<file path="src/lcg_pkg.sv">
// Constants for the gate term select block: register map, field positions, resets.
// Assumes an APB master with 32-bit data and word-aligned addresses.
package lcg_pkg;
  localparam int APB_AW = 12;
  localparam int APB_DW = 32;
  localparam int SEL_W = 8;
  localparam int DATA_N = 4;
  localparam int GATE_N = 3;
  localparam int MIRROR_W = 4;

  localparam logic [APB_AW-1:0] OFF_GATE_TWO_SEL = 12'h000;
  localparam logic [APB_AW-1:0] OFF_GATE_THREE_SEL = 12'h004;
  localparam logic [APB_AW-1:0] OFF_GATE_FOUR_SEL = 12'h008;
  localparam logic [APB_AW-1:0] OFF_CELL_MIRROR = 12'h00c;
  localparam logic [APB_AW-1:0] OFF_POLARITY = 12'h010;

  localparam int POL_CELL_BIT = 7;
  localparam int POL_G2_BIT = 1;
  localparam int POL_G3_BIT = 2;
  localparam int POL_G4_BIT = 3;
  localparam logic [SEL_W-1:0] POL_WR_MASK = 8'h8e;

  localparam logic [SEL_W-1:0] SEL_POR_VAL = 8'h00;
  localparam logic [SEL_W-1:0] POL_RST_VAL = 8'h00;
  localparam logic [MIRROR_W-1:0] MIRROR_RST_VAL = 4'h0;

  typedef enum logic [1:0] {
    LCG_ST_IDLE = 2'b01,
    LCG_ST_ACCESS = 2'b10
  } lcg_apb_state_t;
endpackage : lcg_pkg

</file>
<file path="src/lcg_gate_if.sv">
// Carrier between the register core and the gate evaluator.
// Assumes both ends sit in the same clock domain; the evaluator is combinational.
`timescale 1ns/1ps
interface lcg_gate_if;
  import lcg_pkg::*;
  logic [SEL_W-1:0] sel [GATE_N];
  logic [GATE_N-1:0] gate_inv;
  logic [DATA_N-1:0] data_true;
  logic [GATE_N-1:0] result;
  modport core (output sel, output gate_inv, output data_true, input result);
  modport eval (input sel, input gate_inv, input data_true, output result);
endinterface : lcg_gate_if

</file>
<file path="src/lcg_gate_eval.sv">
// Combinational OR-gating of true and inverted data terms for gates two to four.
// Assumes the select and polarity values arrive from registers in the core.
`timescale 1ns/1ps
module lcg_gate_eval (
  lcg_gate_if.eval gif
);
  import lcg_pkg::*;

  // Bit 2k+1 picks data k true, bit 2k picks data k inverted
  function automatic logic term_or(input logic [SEL_W-1:0] sel, input logic [DATA_N-1:0] d);
    logic acc;
    acc = 1'b0;
    for (int k = 0; k < DATA_N; k++) begin
      acc = acc | (sel[2*k+1] & d[k]) | (sel[2*k] & ~d[k]);
    end
    return acc;
  endfunction : term_or

  genvar g;
  generate
    for (g = 0; g < GATE_N; g++) begin : gen_gate
      assign gif.result[g] = term_or(gif.sel[g], gif.data_true) ^ gif.gate_inv[g];
    end
  endgenerate
endmodule : lcg_gate_eval

</file>
<file path="src/lcg_gate_select.sv">
// Overview of operation
// Gate two takes true data per odd bits
// Gate two takes inverted data per even bits
// Gate three takes true data per odd bits
// Gate three takes inverted data per even bits
// Gate four takes true data per odd bits
// Gate four takes inverted data per even bits
// Selects read/write, kept over soft reset
// Mirror shows cell outputs one to four
// Mirror upper four bits read zero
// Mirror zero after reset, writes ignored
// Gate polarity bit inverts gate result
// Mirror takes cell output after polarity
// Gate is OR of selected terms, else zero
// Top of the gate term select block with its APB register slave.
// Assumes an APB master; data inputs and cell outputs are synchronous to core_clk_in.
//
// The implementer's own choices: the APB register port and the address map.
`timescale 1ns/1ps
module lcg_gate_select #(
  parameter int CELL_INDEX = 0
) (
  input wire logic core_clk_in,
  input wire logic reset_in,
  input wire logic soft_reset_in,
  input wire logic psel_in,
  input wire logic penable_in,
  input wire logic pwrite_in,
  input wire logic [lcg_pkg::APB_AW-1:0] paddr_in,
  input wire logic [lcg_pkg::APB_DW-1:0] pwdata_in,
  input wire logic [3:0] pstrb_in,
  output logic [lcg_pkg::APB_DW-1:0] prdata_out,
  output logic pready_out,
  output logic pslverr_out,
  input wire logic [lcg_pkg::DATA_N-1:0] data_true_in,
  input wire logic [lcg_pkg::MIRROR_W-1:0] cell_outputs_in,
  input wire logic cell_raw_in,
  output logic gate_two_result_out,
  output logic gate_three_result_out,
  output logic gate_four_result_out,
  output logic cell_output_out
);
  import lcg_pkg::*;

  function automatic logic reg_hit(input logic [APB_AW-1:0] addr, input logic [APB_AW-1:0] off);
    return addr == off;
  endfunction : reg_hit

  lcg_apb_state_t state;
  lcg_apb_state_t next_state;
  logic [SEL_W-1:0] gate_two_term_select;
  logic [SEL_W-1:0] gate_three_term_select;
  logic [SEL_W-1:0] gate_four_term_select;
  logic [SEL_W-1:0] polarity;
  logic [MIRROR_W-1:0] cell_output_mirror;
  logic [SEL_W-1:0] next_gate_two_term_select;
  logic [SEL_W-1:0] next_gate_three_term_select;
  logic [SEL_W-1:0] next_gate_four_term_select;
  logic [SEL_W-1:0] next_polarity;
  logic [MIRROR_W-1:0] next_cell_output_mirror;
  logic [APB_DW-1:0] next_prdata;
  logic next_pready;
  logic next_pslverr;
  logic next_gate_two;
  logic next_gate_three;
  logic next_gate_four;
  logic next_cell_output;
  logic setup;
  logic complete_wr;
  logic mapped;
  logic [SEL_W-1:0] read_byte;
  logic [MIRROR_W-1:0] mirror_src;

  lcg_gate_if gif ();

  assign gif.sel[0] = gate_two_term_select;
  assign gif.sel[1] = gate_three_term_select;
  assign gif.sel[2] = gate_four_term_select;
  assign gif.gate_inv = {polarity[POL_G4_BIT], polarity[POL_G3_BIT], polarity[POL_G2_BIT]};
  assign gif.data_true = data_true_in;

  lcg_gate_eval lcg_gate_eval_i (
    .gif(gif.eval)
  );

  assign setup = psel_in && !penable_in;
  // pready is high throughout the access phase, so the write lands on that edge
  assign complete_wr = (state == LCG_ST_ACCESS) && psel_in && penable_in && pwrite_in;
  assign mapped = reg_hit(paddr_in, OFF_GATE_TWO_SEL) || reg_hit(paddr_in, OFF_GATE_THREE_SEL) ||
                  reg_hit(paddr_in, OFF_GATE_FOUR_SEL) || reg_hit(paddr_in, OFF_CELL_MIRROR) ||
                  reg_hit(paddr_in, OFF_POLARITY);

  always_comb begin
    read_byte = 8'h00;
    if (reg_hit(paddr_in, OFF_GATE_TWO_SEL)) begin
      read_byte = gate_two_term_select;
    end else if (reg_hit(paddr_in, OFF_GATE_THREE_SEL)) begin
      read_byte = gate_three_term_select;
    end else if (reg_hit(paddr_in, OFF_GATE_FOUR_SEL)) begin
      read_byte = gate_four_term_select;
    end else if (reg_hit(paddr_in, OFF_CELL_MIRROR)) begin
      read_byte = {4'h0, cell_output_mirror};
    end else if (reg_hit(paddr_in, OFF_POLARITY)) begin
      read_byte = polarity;
    end
  end

  always_comb begin
    mirror_src = cell_outputs_in;
    // Own cell is mirrored straight from its raw output, so no extra cycle of lag
    mirror_src[CELL_INDEX] = cell_raw_in ^ polarity[POL_CELL_BIT];
  end

  always_comb begin
    next_state = state;
    next_pready = 1'b0;
    next_pslverr = 1'b0;
    next_prdata = prdata_out;
    next_gate_two_term_select = gate_two_term_select;
    next_gate_three_term_select = gate_three_term_select;
    next_gate_four_term_select = gate_four_term_select;
    next_polarity = polarity;
    next_cell_output_mirror = mirror_src;
    next_gate_two = gif.result[0];
    next_gate_three = gif.result[1];
    next_gate_four = gif.result[2];
    next_cell_output = cell_raw_in ^ polarity[POL_CELL_BIT];
    case (state)
      LCG_ST_IDLE: begin
        if (setup) begin
          next_state = LCG_ST_ACCESS;
          next_pready = 1'b1;
          next_pslverr = !mapped;
          next_prdata = pwrite_in ? 32'h0000_0000 : {24'h00_0000, read_byte};
        end
      end
      LCG_ST_ACCESS: begin
        next_state = LCG_ST_IDLE;
        if (complete_wr && pstrb_in[0]) begin
          if (reg_hit(paddr_in, OFF_GATE_TWO_SEL)) begin
            next_gate_two_term_select = pwdata_in[SEL_W-1:0];
          end
          if (reg_hit(paddr_in, OFF_GATE_THREE_SEL)) begin
            next_gate_three_term_select = pwdata_in[SEL_W-1:0];
          end
          if (reg_hit(paddr_in, OFF_GATE_FOUR_SEL)) begin
            next_gate_four_term_select = pwdata_in[SEL_W-1:0];
          end
          if (reg_hit(paddr_in, OFF_POLARITY)) begin
            next_polarity = pwdata_in[SEL_W-1:0] & POL_WR_MASK;
          end
          // Mirror offset has no write path at all
        end
      end
      default: begin
        next_state = LCG_ST_IDLE;
      end
    endcase
    if (soft_reset_in) begin
      // Soft reset keeps selects and gate polarity, clears the cell polarity bit
      next_state = LCG_ST_IDLE;
      next_pready = 1'b0;
      next_pslverr = 1'b0;
      // A write caught by soft reset is dropped, even in the access phase with pready already high
      next_gate_two_term_select = gate_two_term_select;
      next_gate_three_term_select = gate_three_term_select;
      next_gate_four_term_select = gate_four_term_select;
      next_polarity = polarity;
      next_polarity[POL_CELL_BIT] = 1'b0;
      next_cell_output_mirror = MIRROR_RST_VAL;
    end
  end

  always_ff @(posedge core_clk_in) begin
    if (reset_in) begin
      state <= LCG_ST_IDLE;
      pready_out <= 1'b0;
      pslverr_out <= 1'b0;
      prdata_out <= 32'h0000_0000;
      // Power-on value is undefined; zero is picked so the gates start quiet
      gate_two_term_select <= SEL_POR_VAL;
      gate_three_term_select <= SEL_POR_VAL;
      gate_four_term_select <= SEL_POR_VAL;
      polarity <= POL_RST_VAL;
      cell_output_mirror <= MIRROR_RST_VAL;
      gate_two_result_out <= 1'b0;
      gate_three_result_out <= 1'b0;
      gate_four_result_out <= 1'b0;
      cell_output_out <= 1'b0;
    end else begin
      state <= next_state;
      pready_out <= next_pready;
      pslverr_out <= next_pslverr;
      prdata_out <= next_prdata;
      gate_two_term_select <= next_gate_two_term_select;
      gate_three_term_select <= next_gate_three_term_select;
      gate_four_term_select <= next_gate_four_term_select;
      polarity <= next_polarity;
      cell_output_mirror <= next_cell_output_mirror;
      gate_two_result_out <= next_gate_two;
      gate_three_result_out <= next_gate_three;
      gate_four_result_out <= next_gate_four;
      cell_output_out <= next_cell_output;
    end
  end

  AST_G2_TRUE: assert property (
    @(posedge core_clk_in) disable iff (reset_in)
    (gate_two_term_select == 8'h80 && !polarity[POL_G2_BIT])
      |=> gate_two_result_out == $past(data_true_in[3])
  ) else $error("gate two true data four term wrong");

  AST_G2_INV: assert property (
    @(posedge core_clk_in) disable iff (reset_in)
    (gate_two_term_select == 8'h01 && !polarity[POL_G2_BIT])
      |=> gate_two_result_out == !$past(data_true_in[0])
  ) else $error("gate two inverted data one term wrong");

  AST_G3_TRUE: assert property (
    @(posedge core_clk_in) disable iff (reset_in)
    (gate_three_term_select == 8'h20 && !polarity[POL_G3_BIT])
      |=> gate_three_result_out == $past(data_true_in[2])
  ) else $error("gate three true data three term wrong");

  AST_G3_INV: assert property (
    @(posedge core_clk_in) disable iff (reset_in)
    (gate_three_term_select == 8'h04 && !polarity[POL_G3_BIT])
      |=> gate_three_result_out == !$past(data_true_in[1])
  ) else $error("gate three inverted data two term wrong");

  AST_G4_TRUE: assert property (
    @(posedge core_clk_in) disable iff (reset_in)
    (gate_four_term_select == 8'h08 && !polarity[POL_G4_BIT])
      |=> gate_four_result_out == $past(data_true_in[1])
  ) else $error("gate four true data two term wrong");

  AST_G4_INV: assert property (
    @(posedge core_clk_in) disable iff (reset_in)
    (gate_four_term_select == 8'h40 && !polarity[POL_G4_BIT])
      |=> gate_four_result_out == !$past(data_true_in[3])
  ) else $error("gate four inverted data four term wrong");

  AST_SEL_WRITE: assert property (
    @(posedge core_clk_in) disable iff (reset_in || soft_reset_in)
    (complete_wr && pstrb_in[0] && paddr_in == OFF_GATE_THREE_SEL)
      |=> gate_three_term_select == $past(pwdata_in[7:0])
  ) else $error("gate three select write lost");

  AST_SEL_SOFT_KEEP: assert property (
    @(posedge core_clk_in) disable iff (reset_in)
    soft_reset_in |=> $stable(gate_two_term_select) && $stable(gate_four_term_select)
  ) else $error("select changed under soft reset");

  AST_MIRROR_COPY: assert property (
    @(posedge core_clk_in) disable iff (reset_in || soft_reset_in)
    (CELL_INDEX != 3) |=> cell_output_mirror[3] == $past(cell_outputs_in[3])
  ) else $error("mirror bit three does not follow cell four");

  AST_MIRROR_UPPER: assert property (
    @(posedge core_clk_in) disable iff (reset_in || soft_reset_in)
    (state == LCG_ST_IDLE && setup && !pwrite_in && paddr_in == OFF_CELL_MIRROR)
      |=> pready_out && prdata_out[31:4] == 28'h000_0000
  ) else $error("mirror upper bits not zero");

  AST_MIRROR_RESET: assert property (
    @(posedge core_clk_in)
    (reset_in || soft_reset_in) |=> cell_output_mirror == 4'h0
  ) else $error("mirror not cleared by reset");

  AST_GATE_POLARITY: assert property (
    @(posedge core_clk_in) disable iff (reset_in)
    (gate_two_term_select == 8'h00 && polarity[POL_G2_BIT]) |=> gate_two_result_out
  ) else $error("gate two polarity not applied");

  AST_CELL_POLARITY: assert property (
    @(posedge core_clk_in) disable iff (reset_in || soft_reset_in)
    1'b1 |=> cell_output_mirror[CELL_INDEX] ==
      ($past(cell_raw_in) ^ $past(polarity[POL_CELL_BIT]))
  ) else $error("own mirror bit not after polarity");

  AST_EMPTY_GATE: assert property (
    @(posedge core_clk_in) disable iff (reset_in)
    (gate_four_term_select == 8'h00 && !polarity[POL_G4_BIT]) [*2] |-> !gate_four_result_out
  ) else $error("empty gate four not zero");

  AST_G2_OR: assert property (
    @(posedge core_clk_in) disable iff (reset_in)
    (gate_two_term_select == 8'h96 && !polarity[POL_G2_BIT])
      |=> gate_two_result_out == ($past(data_true_in[3]) | ~$past(data_true_in[2]) |
                                  ~$past(data_true_in[1]) | $past(data_true_in[0]))
  ) else $error("gate two OR of four terms wrong");

  AST_G3_POLARITY: assert property (
    @(posedge core_clk_in) disable iff (reset_in)
    (gate_three_term_select == 8'h00 && polarity[POL_G3_BIT]) |=> gate_three_result_out
  ) else $error("gate three polarity not applied");

  AST_G4_POLARITY: assert property (
    @(posedge core_clk_in) disable iff (reset_in)
    (gate_four_term_select == 8'h00 && polarity[POL_G4_BIT]) |=> gate_four_result_out
  ) else $error("gate four polarity not applied");

  AST_SEL_SOFT_KEEP3: assert property (
    @(posedge core_clk_in) disable iff (reset_in)
    soft_reset_in |=> $stable(gate_three_term_select)
  ) else $error("gate three select changed under soft reset");

  AST_UNMAPPED_ERR: assert property (
    @(posedge core_clk_in) disable iff (reset_in || soft_reset_in)
    (state == LCG_ST_IDLE && setup && !mapped)
      |=> pready_out && pslverr_out
  ) else $error("unmapped access not flagged");
endmodule : lcg_gate_select

</file>
<file path="config.mk">
export PLATFORM = sky130hd
export DESIGN_NAME = lcg_gate_select
export DESIGN_NICKNAME = d
export VERILOG_FILES = /design/src/lcg_pkg.sv /design/src/lcg_gate_if.sv /design/src/lcg_gate_eval.sv /design/src/lcg_gate_select.sv
export SDC_FILE = /design/constraint.sdc
export NUM_CORES = 1
export LEC_CHECK = 0
export BUFFER_PORTS_ARGS = -buffer_cell sky130_fd_sc_hd__buf_2
export CORE_ASPECT_RATIO = 1.5
export CORE_MARGIN = 2
export CORE_UTILIZATION = 48
export CTS_CLUSTER_SIZE = 24
export DETAILED_ROUTE_END_ITERATION = 16
export GPL_TIMING_DRIVEN = 0
export HOLD_SLACK_MARGIN = 0.06
export PLACE_DENSITY = 0.8
export SLEW_MARGIN = 10
export SYNTH_ARGS = -nofsm -noshare
export SYNTH_HDL_FRONTEND = slang
export SYNTH_HIERARCHICAL = 1
export SYNTH_SLANG_ARGS = --single-unit
</file>
<file path="constraint.sdc">
create_clock -name core_clk_in -period 2.5 [get_ports core_clk_in]
set_clock_uncertainty 0.1 [all_clocks]
set_input_delay 0.75 -clock core_clk_in [delete_from_list [all_inputs] [get_ports core_clk_in]]
set_output_delay 0.75 -clock core_clk_in [all_outputs]
set_load 0.05 [all_outputs]
</file>
==> impl_results.md, run 1 <==
- Status: finished, final reports clean
- Initial antenna violation count: 0
- Crit-path cells: buf_2 > nor4_4 > nand4_2 > or4_4 > buf_6 > mux2i_1
- Drt initial violations: 96
- Crit path DAT: 2.31 ns
- DR WL/cell: 13.9 um
- Cells after Synth: 256
- Sequential share of the synthesized area: 40.2%
- Unique masters post-synth: 46
- Power Total: 1560 uW
- Warnings, synthesis: 6
- Max_cap viols: 0
- Met1 Use GR: 24.5%
- Setup bufs post-CTS: 0
- Cts repair resizes: 0
- Number of port buffers: 48
- # nets final: 397
- Most common cell in the synthesized netlist: dfxtp_1
- FP Rows: 31
- Grt total ovfl: 0
- Via density: 5.07
- CTS tree: built
- # diodes: 0
- Worst setup EP type: flip-flop
- Final setup fails: 0
- Hold slack final: 0.351 ns
- Fin area: 2910 um2
- Placement Setup Slack: -0.0110 ns
- Period Utilization, post-route: 88.9%
- Routing usage on met2: 36.2%
- GRT busiest layer: met2
- Vias in the first global route: 1,954
- Leak: 0.00142 uW
- Yosys top cell area share: 40.2%
- Post-synth EDFFs: 0
- Die Ht: 90.4 um
- Worst Path Max Fanout: 8
- Hold Crit Class: reg -> reg
- Fin. Hold Viols: 0
- Slew @ Worst Pin: 0.573 ns
- Post-synth top area cell: dfxtp_1
- Post-route setup slack: 0.278 ns
- Root Buffer: clkbuf_8
- RSZ-0062 raised after global routing: false
- P per Cell Area: 537 nW/um2
- Synth top cells by count: 48 x dfxtp_1, 43 x nand2_1, 40 x mux2i_1
- Top_reg_cell synth: dfxtp_1
- Area grow syn2layout: 22.0%
- Share of cells above drive strength 1: 29.0%
- CP max stage cell: or4_4
- Initial core utilization: 49.7%
- CORE AREA: 4810 um2
- Skew-Pair Late Insertion Delay: 0.31 ns
- Synthesized area: 2390 um2
- Largest stage delay, worst path: 0.54 ns
- Peak VDD IR: 0.254 mV
- Required @ worst endpoint: 2.59 ns
- Die X: 61.6 um
- Crit Path Class: in -> reg
- Cell Area, Placed: 2800 um2
- GPL Wtd Cong: 0.915
- Synth Area per Inst: 9.33 um2
- Num CTS Buffers: 5
- Max-slew violation count: 0
- Clock Pin Slew Worst Setup and Hold Paths: 0.09 ns
- Io pins: 101
- Synth top area cells: dfxtp_1 40%, mux2i_1 17%, buf_4 7.5%
- Final WL: 5.57 mm
- Hold Path Depth: 2
- Hold Buf Count CTS: 0
- R2R cell count: 5
- Clock tree sinks: 48
- Drt pass-1 iters: 4
- Bufs on Longest Clock Path: 2
- DP HPWL: 4.39 mm
- CP Launch Type: primary input
- Yosys reg bits: 48
- H-tree depth: 2
- Die Footprint: 5570 um2
- DRC violations left: 0
- GRT Util Overall: 21.2%
- Fin crit period: 2.22 ns
- Max Fclk: 450 MHz
- Met3 Resource Use GR: 4.30%
- Post-DRT Antenna Nets: 0
- First-pass GRT wire length: 9.05 mm
- Setup TNS: 0 ns
- Total number of vias: 2,035
- Post-synth ARST share: 0%
- Normalized max-slew margin: 61.8%
- Pin count of the biggest net entering global routing: 17
-- layer usage --
| layer | up-vias | routed length, um |
|---|---|---|
| met1 | 929 | 2210 |
| met2 | 86 | 2890 |
| met5 | - | 0 |
| met3 | 13 | 328 |
| met4 | 0 | 138 |
| li1 | 1007 | - |
-- final timing paths --
path / startpoint / end / slack (ns)
setup / recovery: paddr_in[9] / gate_four_term_select[2]$_SDFFE_PP0P_ / 0.28
hold / removal: prdata_out[6]$_SDFFE_PP0P_ / prdata_out[6]$_SDFFE_PP0P_ / 0.35
setup reg to reg: state[0]$_SDFFE_PP1P_ / gate_four_term_select[2]$_SDFFE_PP0P_ / 0.66
hold reg to reg: prdata_out[6]$_SDFFE_PP0P_ / prdata_out[6]$_SDFFE_PP0P_ / 0.35
-- area by class of cell --
type,instances,area (um2)
clock inverters,3,47.5
multi-input cells,190,1260
inverters,5,18.8
plain buffers,36,236
clock buffers,5,68.8
flip-flops and latches,48,961
repair buffers,48,240
well taps,66,82.6
fillers,457,1900
-- placed cells by master (no fill, tap or decap), types with 2 or more instances in the layout --
cell type  synthesis  routed
nand3_1            2       2
o21ai_0            4       4
mux2i_1           40      40
nand2b_1           4       4
nor2_1             4       4
buf_4             24      24
xor2_1             3       3
and2_1             3       3
nor3_1             2       2
clkbuf_8           0       5
a21oi_1           11      11
dfxtp_1           48      48
clkbuf_1           7       7
nand2_1           43      43
buf_2              3      51
nand4_1            4       4
clkinv_4           0       2
o211ai_1           5       5
conb_1             1      24
nor2b_1           10      10
o2111ai_1          3       3
o311ai_0           2       2
o221ai_1           3       3
inv_1              4       4
or3b_2             3       3
-- stage by stage --
step / cells / util (%)
6_report: 401 / 60.6
2_1_floorplan: 279 / -
5_1_grt: 401 / 60.6
3_3_place_gp: 393 / 58.2
4_1_cts: 401 / 60.6
3_5_place_dp: 393 / 58.2
-- kinds of logic after synthesis --
logic type / Yosys count / synth area share (%)
flops: 48 / 40.2
compound gates: 31 / 8.54
other cells: 1 / 0.157
xor+xnor: 4 / 1.47
mux: 41 / 17.7
buf+inv: 41 / 10.7
simple gates: 90 / 21.2
-- worst max-delay path: cells and delay by family --
kind / cells / cell delay (ns)
buffers and inverters: 2 / 0.28
and+or+nand+nor: 3 / 1.15
muxes: 1 / 0.12
-- sequential cells by signal, indices dropped and copies added (netlist names) --
register and cells:
cell_output_out 1, state 2, gate_three_term_select 8, gate_two_result_out 1
pready_out 1, gate_two_term_select 8, prdata_out 8, pslverr_out 1
gate_three_result_out 1, polarity 4, cell_output_mirror 4, gate_four_result_out 1
gate_four_term_select 8
-- power by group --
part           switching [uW]  internal, uW  total [uW]  leakage [uW]
Sequential               1.64           769         771      0.000388
Combinational             155          70.7         226      0.000973
Clock                     266           301         567     0.0000583
Total                     423          1140        1560       0.00142
No activity file was read; power rests on OpenSTA's default activity.
==> inputs of run 2 (changes only) <==
Settings changed: BUFFER_PORTS_ARGS -buffer_cell sky130_fd_sc_hd__buf_2 to -buffer_cell sky130_fd_sc_hd__buf_4, TNS_END_PERCENT set to 50.
==> run 2 against run 1 <==
Against the previous run: register-to-register slack worse by 0.03 ns; fmax down 2.1%; first-iteration DRC count fell by 25%; count of clock-buffer cells in the layout increased by 2; flip-flop and latch count unchanged; total power fell by 5.1%; critical endpoint is now gate_two_term_select[1]$_SDFFE_PP0P_; highest routed layer unchanged.
==> impl_results.md, run 2 (same netlist as run 1, synthesis figures left out) <==
- Status: finished, final reports clean
- Grt total ovfl: 0 (unchanged)
- R2R cell count: 5 (unchanged)
- Crit path depth: 6 (unchanged)
- FILL cells: 437 (-4.4%)
- Most frequent cells in the layout: 72 x buf_4, 48 x dfxtp_1, 43 x nand2_1
- Placement Setup Slack: -0.0761 ns (-0.0651 ns)
- Crit-path cells: buf_4 > nor4_4 > nand4_2 > or4_1 > buf_2 > mux2i_1
- Hold Path Depth: 2 (unchanged)
- Crit Path Class: in -> reg
- DP HPWL: 4.42 mm (+0.78%)
- Total number of vias: 1,993 (-2.1%)
- Max_cap viols: 0 (unchanged)
- CORE AREA: 4810 um2 (unchanged)
- Cell Area, Placed: 2920 um2 (+4.3%)
- Num CTS Buffers: 5 (unchanged)
- Fin util: 62.6% (+2.0 points)
- Setup bufs post-CTS: 0 (unchanged)
- CP Launch Type: primary input
- Die X: 61.6 um (unchanged)
- Power Total: 1480 uW (-5.1%)
- Max-slew violation count: 0 (unchanged)
- Normalized max-slew margin: 65.3% (+3.5 points)
- WP buf/inv: 2 (unchanged)
- H-tree depth: 2 (unchanged)
- CTS tree: built
- Worst Path Max Fanout: 8 (unchanged)
- Bufs on Longest Clock Path: 2 (unchanged)
- Setup TNS: 0 ns (unchanged)
- Peak VDD IR: 0.316 mV (+25%)
- Initial core utilization: 49.7% (unchanged)
- Number of port buffers: 48 (unchanged)
- Drt initial violations: 72 (-25%)
- Drt pass-1 iters: 4 (unchanged)
- Area grow syn2layout: 26.1%
- Fin. Hold Viols: 0 (unchanged)
- DR WL/cell: 13.9 um (+0.22%)
- Hold path startpoint: prdata_out[6]$_SDFFE_PP0P_
- Cts repair resizes: 0 (unchanged)
- R2r startpoint: state[0]$_SDFFE_PP1P_
- Max Fclk: 441 MHz (-2.1%)
- Final setup fails: 0 (unchanged)
- GPL Wtd Cong: 0.932 (+1.8%)
- Share of cells above drive strength 1: 28.7% (-0.30 points)
- Fin area: 3010 um2 (+3.3%)
- Hold Crit Class: reg -> reg
- Clock Pin Slew Worst Setup and Hold Paths: 0.08 ns (about the same)
- Final WL: 5.58 mm (+0.22%)
- GRT Util Overall: 21.1% (-0.11 points)
- First-pass GRT wire length: 8.89 mm (-1.8%)
- Fin crit period: 2.27 ns (+0.0468 ns)
- Required @ worst endpoint: 2.58 ns (about the same)
- Skew-Pair Late Insertion Delay: 0.30 ns (about the same)
- Pin count of the biggest net entering global routing: 15 (-2)
- Io pins: 101 (unchanged)
- P per Cell Area: 493 nW/um2 (-8.2%)
- Post-DRT Antenna Nets: 0 (unchanged)
- Die Footprint: 5570 um2 (unchanged)
- Hold Buf Count CTS: 0 (unchanged)
- Reg-to-reg slack, setup: 0.63 ns (-0.03 ns)
- Crit path DAT: 2.35 ns (+0.04 ns)
- Post-route setup slack: 0.232 ns (-0.0468 ns)
- Largest stage delay, worst path: 0.46 ns (-0.08 ns)
- Commonest non-fill, non-tap cell in the layout: buf_4
- Vias in the first global route: 1,942 (-0.61%)
- FP Rows: 31 (unchanged)
- Slew @ Worst Pin: 0.521 ns (-0.0526 ns)
- Root Buffer: clkbuf_8
- Worst Setup SP: paddr_in[9]
- Die Ht: 90.4 um (unchanged)
- Family with the most delay on the worst path: simple AND/OR/NAND/NOR gates
- CP max stage cell: or4_1
- Clock tree sinks: 48 (unchanged)
- Initial antenna violation count: 0 (unchanged)
- Period Utilization, post-route: 90.7% (+1.9 points)
- # diodes: 0 (unchanged)
- Via density: 4.97 (-2.1%)
- # nets final: 397 (unchanged)
- Leak: 0.00143 uW (+1.0%)
- RSZ-0062 raised after global routing: false
- Worst setup EP type: flip-flop
- DRC violations left: 0 (unchanged)
## run 2: path summary, 6_finish.rpt
| kind | to |
|---|---|
| worst min-delay path | prdata_out[6]$_SDFFE_PP0P_ |
| worst max-delay path | gate_two_term_select[1]$_SDFFE_PP0P_ |
| worst min register to register | prdata_out[6]$_SDFFE_PP0P_ |
| worst max register to register | gate_two_term_select[1]$_SDFFE_PP0P_ |
## run 2: per-stage QoR
step,hold slack [ns],cells
3_5_place_dp,0.348,393
4_1_cts,0.358,401
3_3_place_gp,0.342,393
5_1_grt,0.371,401
2_1_floorplan,0.344,279
6_report,0.356,401
## run 2: final cells by class
class | instances | area, um2 | share of cell area (%)
buffer | 36 | 236 | 7.85
multi-input combinational | 190 | 1260 | 41.8
clock buffer | 7 | 86.3 | 2.87
sequential | 48 | 961 | 31.9
clock inverter | 1 | 7.51 | 0.249
tap | 66 | 82.6 | 2.74
inverter | 5 | 18.8 | 0.623
timing repair buffer | 48 | 360 | 12.0
## run 2: routing by layer
| layer | wire length [um] | global-route usage [%] | vias up |
|---|---|---|---|
| met5 | 0 | 0 | - |
| met4 | 159 | 8.51 | 0 |
| met3 | 311 | 3.30 | 11 |
| met2 | 2940 | 36.7 | 72 |
| met1 | 2170 | 24.4 | 902 |
| li1 | - | - | 1008 |
## run 2: worst min-delay path: cells and delay by family, from the launching register on
| family | cells | cell delay (ns) |
|---|---|---|
| flip-flops | 1 | 0.32 |
| AND/OR/NAND/NOR | 1 | 0.05 |
| AO/OA/AOI/OAI | 1 | 0.05 |
## run 2: power by group
part / internal, uW / total, uW / switching (uW)
combinational: 86.8 / 241 / 154
sequential: 769 / 771 / 1.77
clock: 225 / 472 / 247
total: 1080 / 1480 / 403
==> inputs of run 3 (changes only) <==
Settings changed: CORE_UTILIZATION 48 to 35, PLACE_DENSITY 0.8 to 0.71.
==> run 3 against run 2 <==
Against the previous run: register-to-register slack got worse by 0.03 ns; total power rose by 1.4%; final cell count rose by 2.2%; setup slack improved by 0.014 ns; flip-flop and latch count did not move; critical path type unchanged; critical endpoint is now gate_two_term_select[4]$_SDFFE_PP0P_.
==> impl_results.md, run 3 (same netlist as run 1, synthesis figures left out) <==
- Worst Path Max Fanout: 8 (unchanged)
- Num CTS Buffers: 5 (unchanged)
- First-pass GRT wire length: 9.18 mm (+3.3%)
- Final setup fails: 0 (unchanged)
- Max-slew violation count: 0 (unchanged)
- Multi-input gate area: 1260 um2 (unchanged)
- Cell Area, Placed: 2930 um2 (+0.43%)
- Power Total: 1500 uW (+1.4%)
- P per Cell Area: 497 nW/um2 (+0.88%)
- # nets final: 397 (unchanged)
- Clock share of power: 32.7% (+0.9 points)
- Peak VDD IR: 0.174 mV (-45%)
- DP Cell Count: 403 (+2.5%)
- Most frequent cells in the layout: 72 x buf_4, 48 x dfxtp_1, 43 x nand2_1
- GRT Util Overall: 15.7% (-5.4 points)
- Crit-path cells: buf_4 > nor4_4 > nand4_2 > or4_1 > buf_2 > mux2i_1
- Io pins: 101 (unchanged)
- FP Rows: 36 (+16%)
- Sequential fraction of design power: 51.2% (-0.7 points)
- Combinational power share: 16.0% (-0.2 points)
- Initial antenna violation count: 0 (unchanged)
- Largest stage delay, worst path: 0.45 ns (about the same)
- Placement Setup Slack: -0.0605 ns (+0.0156 ns)
- Commonest non-fill, non-tap cell in the layout: buf_4
- # diodes: 0 (unchanged)
- Drt initial violations: 87 (+21%)
- DR WL/cell: 14.2 um (+1.9%)
- Bufs on Longest Clock Path: 2 (unchanged)
- GPL Wtd Cong: 0.843 (-9.5%)
- Grt total ovfl: 0 (unchanged)
- DRC violations left: 0 (unchanged)
- Pin count of the biggest net entering global routing: 14 (-1)
- Total number of vias: 1,960 (-1.7%)
- H-tree depth: 2 (unchanged)
- Hold Path Depth: 2 (unchanged)
- Status: finished, final reports clean
- Drt pass-1 iters: 4 (unchanged)
- Worst setup EP type: flip-flop
- R2r startpoint: state[0]$_SDFFE_PP1P_
- Setup bufs post-CTS: 0 (unchanged)
- Sequential Area: 961 um2 (unchanged)
- Crit path DAT: 2.34 ns (about the same)
- Hold Crit Class: reg -> reg
- Post-Layout Cell Count: 410 (+2.2%)
- Initial core utilization: 36.6% (-13 points)
- RSZ-0062 raised after global routing: false
- Hold Buf Count CTS: 0 (unchanged)
- Final WL: 5.81 mm (+4.2%)
- Leak: 0.00144 uW (+0.41%)
- Area grow syn2layout: 26.7%
- Required @ worst endpoint: 2.58 ns (about the same)
- CP max stage cell: or4_1
- Crit Path Class: in -> reg
- Setup TNS: 0 ns (unchanged)
- Via density: 4.78 (-3.8%)
- R2R cell count: 5 (unchanged)
- Fin area: 3030 um2 (+0.50%)
- Period Utilization, post-route: 90.2% (-0.54 points)
- Normalized max-slew margin: 63.8% (-1.5 points)
- Slew @ Worst Pin: 0.543 ns (+0.0229 ns)
- Clock Pin Slew Worst Setup and Hold Paths: 0.08 ns (about the same)
- Share of cells above drive strength 1: 28.7% (+0.086 points)
- FF-to-FF End: gate_two_term_select[4]$_SDFFE_PP0P_
- FILL cells: 639 (+46%)
- Int Pwr: 1100 uW (+2.0%)
- Post-DRT Antenna Nets: 0 (unchanged)
- Max Fclk: 443 MHz (+0.60%)
- Fin crit period: 2.25 ns (-0.0136 ns)
- Skew-Pair Late Insertion Delay: 0.30 ns (about the same)
- Vias in the first global route: 1,914 (-1.4%)
- Reg-to-reg slack, setup: 0.60 ns (-0.03 ns)
- Number of port buffers: 48 (unchanged)
- WP buf/inv: 2 (unchanged)
- P_sw: 402 uW (-0.27%)
- Die Ht: 105 um (+16%)
- Hold path endpoint: prdata_out[1]$_SDFFE_PP0P_
- Root Buffer: clkbuf_8
- Fin. Hold Viols: 0 (unchanged)
- Max_cap viols: 0 (unchanged)
- Switching portion of total power: 26.7% (-0.44 points)
- Clock tree sinks: 48 (unchanged)
- Die X: 71.5 um (+16%)
- Family with the most delay on the worst path: simple AND/OR/NAND/NOR gates
- DP HPWL: 4.61 mm (+4.3%)
- CP Launch Type: primary input
- Hold path startpoint: prdata_out[1]$_SDFFE_PP0P_
- Post-route setup slack: 0.245 ns (+0.0136 ns)
- CORE AREA: 6530 um2 (+36%)
- Cts repair resizes: 0 (unchanged)
- Die Footprint: 7510 um2 (+35%)
- CTS tree: built
==> run 3: changes by cell type in the layout (fill, tap and decap cells not counted) <==
cell | before | now
clkinvlp_4 | 1 | 0
clkbuf_1 | 8 | 7
clkbuf_8 | 6 | 7
==> run 3: layout make-up <==
cell class,count,area share (%)
buffer,36,7.81
clock buffer,7,3.18
inverter,5,0.620
multi-input combinational,190,41.6
sequential,48,31.7
tap,76,3.14
timing repair buffer,48,11.9
==> run 3: worst max path at each step <==
stage	from	cells after the start	slack [ns]	to
floorplan	paddr_in[9]	5	0.28	gate_four_term_select[3]$_SDFFE_PP0P_
global placement	paddr_in[9]	6	-0.02	gate_two_term_select[0]$_SDFFE_PP0P_
detailed placement	paddr_in[9]	6	-0.06	gate_two_term_select[4]$_SDFFE_PP0P_
CTS	paddr_in[9]	6	0.26	gate_two_term_select[4]$_SDFFE_PP0P_
global route	paddr_in[9]	6	0.17	gate_two_term_select[0]$_SDFFE_PP0P_
finish	paddr_in[9]	6	0.25	gate_two_term_select[4]$_SDFFE_PP0P_
==> run 3: worst reg2reg max path: stages (launching register included) <==
cell     delay [ns]
dfxtp_1        0.32
and4b_1        0.27
nand4_2        0.23
or4_1          0.45
buf_2          0.24
mux2i_1        0.16
==> run 3: power by group through the flow <==
stage | clock network [uW] | logic [uW] | registers [uW]
3_3_place_gp | 0 | 239 | 789
6_report | 493 | 241 | 771
5_1_grt | 534 | 256 | 771
4_1_cts | 498 | 240 | 771
3_5_place_dp | 0 | 240 | 789
2_1_floorplan | 0 | 160 | 794
==> run 3: routing by layer <==
| metal | up-vias | global-route usage, % | part of all wire (%) |
|---|---|---|---|
| li1 | 1002 | - | - |
| met1 | 887 | 16.7 | 39 |
| met2 | 60 | 29.0 | 53 |
| met3 | 11 | 3.28 | 5.3 |
| met4 | 0 | 6.60 | 2.5 |
| met5 | - | 0 | 0 |
==> run 3: per-stage QoR <==
step	hold WS (ns)	utilization, %
3_5_place_dp	0.345	44.9
3_3_place_gp	0.342	44.9
5_1_grt	0.374	46.3
2_1_floorplan	0.344	-
6_report	0.355	46.3
4_1_cts	0.357	46.3
